**src/rtl/irqgp_pkg.sv**
```systemverilog
// irqgp_pkg: constants for the interrupt and gpio routing block.
// assumes a 32-bit apb slave and four general-purpose pins.
package irqgp_pkg;
  localparam int NUM_PINS = 4;
  // apb byte addresses
  localparam logic [7:0] ADDR_FLAGS = 8'h00;
  localparam logic [7:0] ADDR_ENABLES = 8'h04;
  localparam logic [7:0] ADDR_PIN0_CONF = 8'h10;
  // event flag positions
  localparam int EV_RX_READY = 0;
  localparam int EV_RX_DISCARD = 1;
  localparam int EV_TX_SENT = 2;
  localparam int EV_MAX_RETX = 3;
  localparam int EV_CRC_ERR = 4;
  localparam int EV_TXF_ERR = 5;
  localparam int EV_RXF_ERR = 6;
  localparam int EV_TXF_AFULL = 7;
  localparam int EV_TXF_AEMPTY = 8;
  localparam int EV_RXF_AFULL = 9;
  localparam int EV_RXF_AEMPTY = 10;
  localparam int EV_MAX_BACKOFF = 11;
  localparam int EV_PREAMBLE = 12;
  localparam int EV_SYNC = 13;
  localparam int EV_CARRIER = 14;
  localparam int EV_WAKEUP_TO = 15;
  localparam int EV_READY = 16;
  localparam int EV_STBY_SWITCH = 17;
  localparam int EV_LOW_BATT = 18;
  localparam int EV_POR = 19;
  localparam int EV_RX_TIMEOUT = 28;
  localparam int EV_SNIFF_TIMEOUT = 29;
  // implemented flag bits (others reserved, read zero)
  localparam logic [31:0] FLAG_IMPL = 32'h300f_ffff;
  localparam logic [31:0] FLAGS_RESET = 32'h0000_0000;
  localparam logic [31:0] ENABLES_RESET = 32'h0000_0000;
  // pin configuration byte layout
  localparam int SEL_HI = 7;
  localparam int SEL_LO = 3;
  localparam int MODE_HI = 1;
  localparam int MODE_LO = 0;
  localparam logic [7:0] PIN0_CONF_RESET = 8'h0a;
  localparam logic [7:0] PINX_CONF_RESET = 8'ha2;
  localparam logic [7:0] CONF_WR_MASK = 8'hfb;
  typedef enum logic [1:0] {
    IRQGP_MODE_ANALOG = 2'b00,
    IRQGP_MODE_IN = 2'b01,
    IRQGP_MODE_OUT_LP = 2'b10,
    IRQGP_MODE_OUT_HP = 2'b11
  } irqgp_mode_t;
  // input function codes
  localparam logic [4:0] IN_TX_CMD = 5'h00;
  localparam logic [4:0] IN_RX_CMD = 5'h01;
  localparam logic [4:0] IN_TX_DATA = 5'h02;
  localparam logic [4:0] IN_WAKEUP = 5'h03;
  localparam logic [4:0] IN_LF_CLK = 5'h04;
endpackage

```
**src/rtl/irqgp_top.sv**
```systemverilog
// irqgp_top: event flags, enables, irq line and gpio signal routing.
// assumes apb master on MCLK; event inputs are MCLK-domain pulses/levels.
//
// Overview of operation
// - irq request leaves on any gpio chosen by its selection code
// - flag bits 0..6: rx ready, discard, tx sent, retx, crc, fifo errors
// - flag bits 7..11: fifo almost full/empty flags and max back-off
// - flag bits 12..14: preamble, sync word, carrier sense
// - bits 15..19 wakeup, ready, standby, battery, por; 28..29 timers
// - wakeup timeout flag set only once crystal clock is available
// - ready flag set on each entry to ready after crystal settles
// - reading the flag register clears it
// - a flag goes high when its event occurs
// - each event has an enable bit; zero blocks its request
// - output code 0 drives the active-low irq request
// - codes 1..3: inverted por, wakeup expired, low battery
// - codes 4..10: tx clock, tx cmd, fifo flags, rx data/clock, rx state
// - codes 11..18: state levels, antenna, preamble, sync, cs, rsv, txrx
// - codes 19 and 20 drive constant high and constant low
// - codes 21..30 regulator, state and wait levels, synth; 31 reserved
// - input codes 0,1,2: tx command, rx command, direct tx data
// - input code 3 external wakeup, 4 low-frequency clock; rest unused
// - config byte: select in 7:3, bit 2 reserved, mode in 1:0
// - mode 01 input, 10 low-power out, 11 high-power out
`timescale 1ns/100ps
`default_nettype none
module irqgp_top (
  input wire logic MCLK,
  input wire logic RESETN,
  input wire logic PSEL,
  input wire logic PENABLE,
  input wire logic PWRITE,
  input wire logic [7:0] PADDR,
  input wire logic [31:0] PWDATA,
  output logic [31:0] PRDATA,
  output logic PREADY,
  output logic PSLVERR,
  input wire logic [31:0] EVENT_PULSE,
  input wire logic XO_CLK_AVAILABLE,
  input wire logic [31:0] STATUS_LEVELS,
  input wire logic [3:0] GPIO_IN,
  output logic [3:0] GPIO_OUT,
  output logic [3:0] GPIO_OE,
  output logic [3:0] GPIO_HIGH_DRIVE,
  output logic TX_CMD,
  output logic RX_CMD,
  output logic TX_DIRECT_DATA,
  output logic EXT_WAKEUP,
  output logic LF_CLK_IN
);
  // STATUS_LEVELS carries the internal level for output code n on bit n.
  localparam int NP = irqgp_pkg::NUM_PINS;

  logic [31:0] flags_reg;
  logic [31:0] enables_reg;
  logic [7:0] conf_reg [NP];
  logic wake_pend_reg;
  logic [NP-1:0] gin_s1_reg;
  logic [NP-1:0] gin_s2_reg;
  logic [31:0] lev_s1_reg;
  logic [31:0] lev_s2_reg;
  logic irq_n_reg;
  logic irq_n_next;
  logic [31:0] set_vec;
  logic apb_setup;
  logic rd_flags;
  logic wr_en;

  function automatic logic [1:0] pin_index(input logic [7:0] a);
    return 2'(a - irqgp_pkg::ADDR_PIN0_CONF >> 2);
  endfunction

  function automatic logic is_pin_addr(input logic [7:0] a);
    return a >= irqgp_pkg::ADDR_PIN0_CONF &&
           a < irqgp_pkg::ADDR_PIN0_CONF + 8'(4 * NP) && a[1:0] == 2'b00;
  endfunction

  // zero-wait slave: answer in the access cycle itself
  assign apb_setup = PSEL && !PENABLE;
  assign wr_en = PSEL && PENABLE && PWRITE;
  assign rd_flags = PSEL && PENABLE && !PWRITE &&
                    PADDR == irqgp_pkg::ADDR_FLAGS;

  // pins and status levels come from other domains
  always_ff @(posedge MCLK or negedge RESETN) begin
    if (!RESETN) begin
      gin_s1_reg <= '0;
      gin_s2_reg <= '0;
      lev_s1_reg <= '0;
      lev_s2_reg <= '0;
    end else begin
      gin_s1_reg <= GPIO_IN;
      gin_s2_reg <= gin_s1_reg;
      lev_s1_reg <= STATUS_LEVELS;
      lev_s2_reg <= lev_s1_reg;
    end
  end

  // wakeup expiry waits here until the crystal clock is usable
  always_ff @(posedge MCLK or negedge RESETN) begin
    if (!RESETN) begin
      wake_pend_reg <= 1'b0;
    end else if (XO_CLK_AVAILABLE) begin
      wake_pend_reg <= 1'b0;
    end else if (EVENT_PULSE[irqgp_pkg::EV_WAKEUP_TO]) begin
      wake_pend_reg <= 1'b1;
    end
  end

  always_comb begin
    set_vec = EVENT_PULSE & irqgp_pkg::FLAG_IMPL;
    set_vec[irqgp_pkg::EV_WAKEUP_TO] = XO_CLK_AVAILABLE &&
      (EVENT_PULSE[irqgp_pkg::EV_WAKEUP_TO] || wake_pend_reg);
    // ready counts only once the crystal has settled
    set_vec[irqgp_pkg::EV_READY] = EVENT_PULSE[irqgp_pkg::EV_READY] &&
      XO_CLK_AVAILABLE;
  end

  // set beats the clear-on-read in the same cycle
  always_ff @(posedge MCLK or negedge RESETN) begin
    if (!RESETN) begin
      flags_reg <= irqgp_pkg::FLAGS_RESET;
    end else if (rd_flags) begin
      flags_reg <= set_vec;
    end else begin
      flags_reg <= flags_reg | set_vec;
    end
  end

  always_ff @(posedge MCLK or negedge RESETN) begin
    if (!RESETN) begin
      enables_reg <= irqgp_pkg::ENABLES_RESET;
    end else if (wr_en && PADDR == irqgp_pkg::ADDR_ENABLES) begin
      enables_reg <= PWDATA & irqgp_pkg::FLAG_IMPL;
    end
  end

  always_ff @(posedge MCLK or negedge RESETN) begin
    if (!RESETN) begin
      conf_reg[0] <= irqgp_pkg::PIN0_CONF_RESET;
      for (int i = 1; i < NP; i++) begin
        conf_reg[i] <= irqgp_pkg::PINX_CONF_RESET;
      end
    end else if (wr_en && is_pin_addr(PADDR)) begin
      // bit 2 stays zero
      conf_reg[pin_index(PADDR)] <= PWDATA[7:0] &
        irqgp_pkg::CONF_WR_MASK;
    end
  end

  // active low while any enabled flag is set
  assign irq_n_next = ~|(flags_reg & enables_reg);

  always_ff @(posedge MCLK or negedge RESETN) begin
    if (!RESETN) begin
      irq_n_reg <= 1'b1;
    end else begin
      irq_n_reg <= irq_n_next;
    end
  end

  // pin output mux; irq_n_reg adds one cycle after the flag
  genvar g;
  generate
    for (g = 0; g < NP; g++) begin : g_pin
      logic [4:0] sel;
      logic [1:0] mode;
      logic src;
      assign sel = conf_reg[g][irqgp_pkg::SEL_HI:irqgp_pkg::SEL_LO];
      assign mode = conf_reg[g][irqgp_pkg::MODE_HI:irqgp_pkg::MODE_LO];
      always_comb begin
        if (sel == 5'h00) begin
          src = irq_n_reg;
        end else if (sel == 5'h13) begin
          src = 1'b1;
        end else if (sel == 5'h14 || sel == 5'h11 || sel == 5'h1f) begin
          src = 1'b0;
        end else begin
          src = lev_s2_reg[sel];
        end
      end
      always_ff @(posedge MCLK or negedge RESETN) begin
        if (!RESETN) begin
          GPIO_OUT[g] <= 1'b0;
          GPIO_OE[g] <= 1'b0;
          GPIO_HIGH_DRIVE[g] <= 1'b0;
        end else begin
          GPIO_OUT[g] <= src;
          GPIO_OE[g] <= mode[1];
          GPIO_HIGH_DRIVE[g] <= mode == irqgp_pkg::IRQGP_MODE_OUT_HP;
        end
      end
    end
  endgenerate

  // input functions: or of every pin in input mode with that code
  function automatic logic in_func(input logic [4:0] code);
    logic r;
    r = 1'b0;
    for (int i = 0; i < NP; i++) begin
      if (conf_reg[i][1:0] == irqgp_pkg::IRQGP_MODE_IN &&
          conf_reg[i][7:3] == code) begin
        r = r | gin_s2_reg[i];
      end
    end
    return r;
  endfunction

  always_ff @(posedge MCLK or negedge RESETN) begin
    if (!RESETN) begin
      TX_CMD <= 1'b0;
      RX_CMD <= 1'b0;
      TX_DIRECT_DATA <= 1'b0;
      EXT_WAKEUP <= 1'b0;
      LF_CLK_IN <= 1'b0;
    end else begin
      TX_CMD <= in_func(irqgp_pkg::IN_TX_CMD);
      RX_CMD <= in_func(irqgp_pkg::IN_RX_CMD);
      TX_DIRECT_DATA <= in_func(irqgp_pkg::IN_TX_DATA);
      EXT_WAKEUP <= in_func(irqgp_pkg::IN_WAKEUP);
      LF_CLK_IN <= in_func(irqgp_pkg::IN_LF_CLK);
    end
  end

  // read data registered at setup, so pready can be high in access
  always_ff @(posedge MCLK or negedge RESETN) begin
    if (!RESETN) begin
      PRDATA <= '0;
      PSLVERR <= 1'b0;
      PREADY <= 1'b0;
    end else begin
      PREADY <= apb_setup;
      PSLVERR <= 1'b0;
      if (apb_setup) begin
        if (PADDR == irqgp_pkg::ADDR_FLAGS) begin
          PRDATA <= flags_reg | set_vec;
        end else if (PADDR == irqgp_pkg::ADDR_ENABLES) begin
          PRDATA <= enables_reg;
        end else if (is_pin_addr(PADDR)) begin
          PRDATA <= {24'h000000, conf_reg[pin_index(PADDR)]};
        end else begin
          PRDATA <= '0;
          PSLVERR <= 1'b1;
        end
      end
    end
  end
endmodule // irqgp_top
`default_nettype wire

```
**config.mk**
```make
export PLATFORM = sky130hd
export DESIGN_NAME = irqgp_top
export DESIGN_NICKNAME = d
export VERILOG_FILES = /design/src/rtl/irqgp_pkg.sv /design/src/rtl/irqgp_top.sv
export SDC_FILE = /design/constraint.sdc
export NUM_CORES = 1
export LEC_CHECK = 0
export BUFFER_PORTS_ARGS = -buffer_cell sky130_fd_sc_hd__buf_2
export CELL_PAD_IN_SITES_DETAIL_PLACEMENT = 1
export CELL_PAD_IN_SITES_GLOBAL_PLACEMENT = 1
export CORE_MARGIN = 5
export CORE_UTILIZATION = 40
export CTS_CLUSTER_SIZE = 16
export DETAILED_ROUTE_END_ITERATION = 6
export PLACE_DENSITY = 0.76
export SETUP_SLACK_MARGIN = 0.15
export SLEW_MARGIN = 25
export SYNTH_ARGS = -nofsm -noshare
export SYNTH_HDL_FRONTEND = slang
export SYNTH_SLANG_ARGS = --single-unit
```
**constraint.sdc**
```tcl
create_clock -name MCLK -period 3.89 [get_ports MCLK]
set_clock_uncertainty 0.05 [all_clocks]
set_input_delay 1.167 -clock MCLK [delete_from_list [all_inputs] [get_ports MCLK]]
set_output_delay 1.167 -clock MCLK [all_outputs]
set_load 0.02 [all_outputs]
```
Word level (Yosys, flattened, before mapping)
Index checks and enable logic that the tools add are counted.
- RAM bits: 0
- output and inout port bits: 51
- bits in registers: 211
- word-level logic and storage cells: 208
- bits in read-only memories: 0
- latch bits: 0
- memories: 0
- input port bits: 114
- muxes and demuxes: 56
- $lt $le $gt $ge: 8
- bitwise gates (word level): 18
- divide/modulo/power cells: 0
- reductions and logical operators: 52
- eq/ne operators: 41
- add/subtract/negate cells: 1
- shifts and indexed selects: 0
- multiply operators: 0
- operators by type and width (operator ; number):
    $mux W32 ; 3
    $eq A5 B5 Y1 const B ; 16
    $mux W1 ; 42
    $eq A5 B2 Y1 const B ; 8
    $and A32 B30 Y32 ; 1
    $bwmux W32 ; 1
    $logic_and A1 B1 Y1 ; 32
    $mux W8 ; 4
    $or A32 B30 Y32 ; 1
    $reduce_or A32 Y1 ; 1
    $lt A5 B6 Y1 const B ; 4
    $bmux W1 S5 ; 4
    $eq A5 B1 Y1 const B ; 4
    $eq A5 B3 Y1 const B ; 4
    $logic_not A5 Y1 ; 4
    $bmux W8 S2 ; 1
    $demux W8 S2 ; 1
    $or A1 B1 Y1 ; 15
    $logic_or A1 B1 Y1 ; 9
    $eq A2 B1 Y1 const B ; 4
    $eq A2 B2 Y1 const B ; 4
    $eq A8 B3 Y1 const B ; 1
    $ge A8 B5 Y1 const B ; 1
    $logic_not A8 Y1 ; 1
    8 further kinds ; 10

Depth between registers and ports, before layout
- word-level depth: 9
- mapped depth: 7
- gate-level depth less buffers: 4

Worst setup path after synthesis
OpenSTA, ideal clock, no wires.
- path type: input -> register
- from: input PADDR[6]
- to: register flags_reg[0]
- setup time: 118 ps
- buffers on the path: 3
- data arrival time: 3146 ps
- setup slack: 576 ps
- cell stages on the path: 7
- required time: 3722 ps
- path through: or4_1 -> buf_2 -> or4b_1 -> clkbuf_1 -> or3_4 -> buf_6 -> a21o_1
- cells in the longest elaborated chain, start to end: 3
- ends and longest elaborated chain (item ; RTL line ; source):
    start: declaration ; irqgp_top.sv:33 ; input wire logic [7:0] PADDR,
    $logic_not A8 Y1 ; irqgp_top.sv:82 ; PADDR == irqgp_pkg::ADDR_FLAGS;
    $logic_and A1 B1 Y1 ; irqgp_top.sv:81 ; assign rd_flags = PSEL && PENABLE && !PWRITE &&
    $mux W32 ; irqgp_top.sv:123 ; end else if (rd_flags) begin
    end signal: assignment ; irqgp_top.sv:122 ; flags_reg <= irqgp_pkg::FLAGS_RESET;
    end signal: assignment ; irqgp_top.sv:124 ; flags_reg <= set_vec;
    end signal: assignment ; irqgp_top.sv:126 ; flags_reg <= flags_reg | set_vec;
    end: declaration ; irqgp_top.sv:54 ; logic [31:0] flags_reg;
No other way between the ends.
A chain may end at the register's enable or synchronous reset.

Worst setup path in the final report
- from: input PADDR[6]
- to: register flags_reg[15]
The elaborated chain is that of the path after synthesis.

==> impl_results.html <==
<table>
<tr><th>Metric</th><th>Value</th></tr>
<tr><th colspan="2">Run status</th></tr>
<tr><td>Outcome</td><td>finished clean</td></tr>
<tr><th colspan="2">Synthesis</th></tr>
<tr><td>Cell with the most instances after synthesis</td><td>sky130_fd_sc_hd__dfrtp_1</td></tr>
<tr><td>Synth cell count leaders</td><td>sky130_fd_sc_hd__dfrtp_1, sky130_fd_sc_hd__mux2_2, sky130_fd_sc_hd__clkbuf_1, sky130_fd_sc_hd__nand2_1, sky130_fd_sc_hd__o21ai_0</td></tr>
<tr><td>Sequential-to-total area share from yosys stat</td><td>0.585</td></tr>
<tr><td>Async set-or-reset flop fraction in the synthesized netlist</td><td>1.00</td></tr>
<tr><td>Yosys warning total</td><td>0</td></tr>
<tr><td>Main flop type after synthesis</td><td>sky130_fd_sc_hd__dfrtp_1</td></tr>
<tr><td>Area of the mapped netlist</td><td>0.00786 mm^2</td></tr>
<tr><td>Number of synthesized flops with an enable pin</td><td>0</td></tr>
<tr><td>Number of distinct library cell variants in the gate-level netlist after synthesis</td><td>58</td></tr>
<tr><td>Synthesized area divided by synthesized cell count</td><td>13.2 um^2</td></tr>
<tr><td>Fraction of post-synthesis cell area in the top cell type by area</td><td>0.544</td></tr>
<tr><td>Top cell type by total area after synthesis</td><td>sky130_fd_sc_hd__dfrtp_1</td></tr>
<tr><td>Leading cell types by total area after synthesis</td><td>sky130_fd_sc_hd__dfrtp_1, sky130_fd_sc_hd__mux4_2, sky130_fd_sc_hd__mux2_2</td></tr>
<tr><td>Syn Inst Count</td><td>596</td></tr>
<tr><td>Number of flip-flops and latches in the synthesized netlist</td><td>183</td></tr>
<tr><th colspan="2">Floorplan</th></tr>
<tr><td>Initial standard-cell utilization of the core</td><td>0.405</td></tr>
<tr><td>Total die area</td><td>0.0225 mm^2</td></tr>
<tr><td>I/O pin total</td><td>165</td></tr>
<tr><td># rows</td><td>51</td></tr>
<tr><td>Placeable core area</td><td>0.0194 mm^2</td></tr>
<tr><td>Die height</td><td>150 um</td></tr>
<tr><td>Horiz. Die Dim</td><td>150 um</td></tr>
<tr><th colspan="2">Layout</th></tr>
<tr><td>Total number of nets in the final design</td><td>825</td></tr>
<tr><td>Final std cells w/o fill</td><td>992</td></tr>
<tr><td>Fill cell instance count of the final layout</td><td>2065</td></tr>
<tr><td>Area grow syn2layout</td><td>18.9%</td></tr>
<tr><td>Share of post-route cells with drive strength above 1</td><td>0.378</td></tr>
<tr><td>Fin area</td><td>0.00934 mm^2</td></tr>
<tr><th colspan="2">Power</th></tr>
<tr><td>Power Dens Cells</td><td>443 mW/mm^2</td></tr>
<tr><td>Maximum resistive drop on vdd</td><td>286 uV</td></tr>
<tr><td>Leakage power</td><td>4.12 nW</td></tr>
<tr><th colspan="2">GRT</th></tr>
<tr><td>Global-route wire length before repair</td><td>33600 um</td></tr>
<tr><td>Global route total overflow</td><td>0</td></tr>
<tr><td>Vias in the first global route</td><td>6018</td></tr>
<tr><td>Total global-route track usage</td><td>0.195</td></tr>
<tr><td>Number of antenna violations at the first check in global routing</td><td>3</td></tr>
<tr><td>Largest net degree at the start of global routing</td><td>84</td></tr>
<tr><th colspan="2">Clock network</th></tr>
<tr><td>Clock sink count</td><td>183</td></tr>
<tr><td>Clock-pin slew reported for the worst setup and hold paths after clock tree synthesis</td><td>0.07 ns</td></tr>
<tr><td>CTS resizes</td><td>0</td></tr>
<tr><td>Setup repair bufs after CTS</td><td>0</td></tr>
<tr><td>Cell chosen for the clock root</td><td>sky130_fd_sc_hd__clkbuf_16</td></tr>
<tr><td>Clock H-tree levels</td><td>4</td></tr>
<tr><td>TritonCTS clock tree</td><td>done</td></tr>
<tr><td>Number of hold buffers added after cts</td><td>0</td></tr>
<tr><td>Max Root-Sink Buffers</td><td>2</td></tr>
<tr><td>Insertion delay to the later sink of the worst-skew pair</td><td>0.43 ns</td></tr>
<tr><td>Number of buffers created by CTS</td><td>17</td></tr>
<tr><th colspan="2">Timing</th></tr>
<tr><td>Minimum clock period</td><td>3.06 ns</td></tr>
<tr><td>Crit share post-route</td><td>0.787</td></tr>
<tr><td>RSZ-0062 raised after global routing</td><td>false</td></tr>
<tr><td>Final setup fails</td><td>0</td></tr>
<tr><td>Setup TNS after final layout</td><td>0 ns</td></tr>
<tr><td>Timing-limited maximum frequency</td><td>0.327 GHz</td></tr>
<tr><td>Worst-Margin Slew</td><td>0.785 ns</td></tr>
<tr><td>Number of max-slew violations in the final report</td><td>0</td></tr>
<tr><td>Total count of hold-check failures in the final report</td><td>0</td></tr>
<tr><td>Remaining max-slew budget at the tightest pin</td><td>0.477</td></tr>
<tr><th colspan="2">Placed design</th></tr>
<tr><td>Final GP Congestion</td><td>0.896</td></tr>
<tr><td>Port Buffers</td><td>132</td></tr>
<tr><td>HPWL after detailed placement</td><td>14800 um</td></tr>
<tr><td>Cell count after placement</td><td>957</td></tr>
<tr><td>Cell Area, Placed</td><td>0.00871 mm^2</td></tr>
<tr><th colspan="2">Routing</th></tr>
<tr><td>Number of remaining DRC errors</td><td>0</td></tr>
<tr><td>Number of violations reported at the end of detailed-routing iteration 0</td><td>337</td></tr>
<tr><td>Per-cell via count in the routed design</td><td>5.53</td></tr>
<tr><td>First-pass iteration count of the detailed router</td><td>5</td></tr>
<tr><td>Detailed-route wire length per cell</td><td>21.4 um</td></tr>
<tr><td>Number of vias after detailed routing</td><td>5486</td></tr>
<tr><td>Antenna viol nets, final</td><td>0</td></tr>
<tr><td>Routed wire length</td><td>21200 um</td></tr>
<tr><th colspan="2">Critical path</th></tr>
<tr><td>Maximum fanout encountered on the critical timing path</td><td>22</td></tr>
<tr><td>CP Launch Point</td><td>PADDR[6]</td></tr>
<tr><td>Reg2Reg Launch Point</td><td>conf_reg[19]</td></tr>
<tr><td>Critical path endpoint category</td><td>flop</td></tr>
<tr><td>Required arrival time at the worst endpoint</td><td>4.15 ns</td></tr>
<tr><td>Critical register-to-register path endpoint</td><td>GPIO_OUT[1]</td></tr>
<tr><td>CP arrival</td><td>3.33 ns</td></tr>
<tr><td>Worst setup path endpoint</td><td>flags_reg[15]</td></tr>
<tr><td>Classification of the worst setup path</td><td>in -&gt; reg</td></tr>
<tr><td>Cell count of the worst reg-to-reg path</td><td>3</td></tr>
<tr><td>Reg-to-reg slack, setup</td><td>1.57 ns</td></tr>
<tr><td>Kind of launch point of the worst setup path</td><td>primary input</td></tr>
<tr><th colspan="2">Flow run</th></tr>
<tr><td>Max-cap violation count</td><td>0</td></tr>
<tr><th colspan="2">Worst hold path</th></tr>
<tr><td>Classification of the worst-slack hold path</td><td>reg -&gt; reg</td></tr>
<tr><td>Worst hold path startpoint</td><td>lev_s1_reg[12]</td></tr>
</table>
-- cell usage in the layout (no fill, tap or decap), drive strengths merged, types with 14 or more instances in the layout --
cell type / netlist / layout
dfrtp: 171 / 171
buf: 16 / 140
mux2: 51 / 51
nand2: 36 / 36
o21ai: 33 / 33
nor2: 32 / 32
mux4: 32 / 32
a21o: 20 / 20
clkbuf: 37 / 19
a2bb2oi: 15 / 15
inv: 6 / 14
-- per-layer routing --
| metal | routed length, um | up-vias | track usage |
|---|---|---|---|
| met4 | 239 | 0 | 0.0627 |
| met1 | 8540 | 2877 | 0.245 |
| li1 | - | 2421 | - |
| met5 | 0 | - | 0 |
| met3 | 1210 | 16 | 0.0409 |
| met2 | 11200 | 172 | 0.339 |
-- where the power goes --
group / leakage [nW] / internal, mW / switching, mW / total, mW
Combinational: 1.60 / 0.120 / 0.156 / 0.276
Sequential: 2.22 / 1.96 / 0.0488 / 2.01
Clock: 0.305 / 1.05 / 0.792 / 1.85
Total: 4.12 / 3.14 / 0.997 / 4.14
-- worst min path at each step --
| stage | endpoint | slack (ns) | cells past startpoint |
|---|---|---|---|
| 2_1_floorplan | gin_s2_reg[0] | 0.28 | 0 |
| 3_3_place_gp | lev_s2_reg[31] | 0.28 | 0 |
| 3_5_place_dp | gin_s2_reg[0] | 0.29 | 0 |
| 4_1_cts | lev_s2_reg[17] | 0.30 | 0 |
| 5_1_grt | gin_s2_reg[2] | 0.31 | 0 |
| 6_report | lev_s2_reg[12] | 0.30 | 0 |
-- layout make-up --
class,instances,area (um^2),area share
flip-flops and latches,183,4590,0.492
multi-input cells,363,3020,0.323
repair buffers,140,739,0.0791
clock buffers,19,443,0.0474
well taps,265,332,0.0355
clock inverters,13,184,0.0197
inverters,6,22.5,0.00241
diodes,3,7.51,0.000804
-- cells by family (layout without fill, tap and decap cells) --
group | count (synthesis) | in the layout | share of synthesized area
other | 1 | 13 | 0.000477
DFF | 183 | 183 | 0.585
AOI/OAI and AO/OA | 124 | 124 | 0.114
muxes | 86 | 86 | 0.169
buffers and inverters | 59 | 178 | 0.0353
and+or+nand+nor | 143 | 143 | 0.0970
-- through the flow --
step                      hold slack, ns   util  worst slack (ns)  total power [mW]
after global routing               0.305  0.482             0.792              4.30
final                              0.296  0.482             0.828              4.14
after global placement             0.283  0.449             0.438              2.31
after floorplan                    0.281      -             0.576              2.17
after detailed placement           0.286  0.449             0.398              2.33
after CTS                          0.295  0.481             0.848              4.18
-- critical path, cell delays in order --
cell and delay (ns):
sky130_fd_sc_hd__buf_2 0.09, sky130_fd_sc_hd__or4_1 0.69, sky130_fd_sc_hd__or4b_1 0.58, sky130_fd_sc_hd__or3_4 0.52, sky130_fd_sc_hd__a21bo_2 0.26
Note: power is estimated with default switching activity, not from simulation.
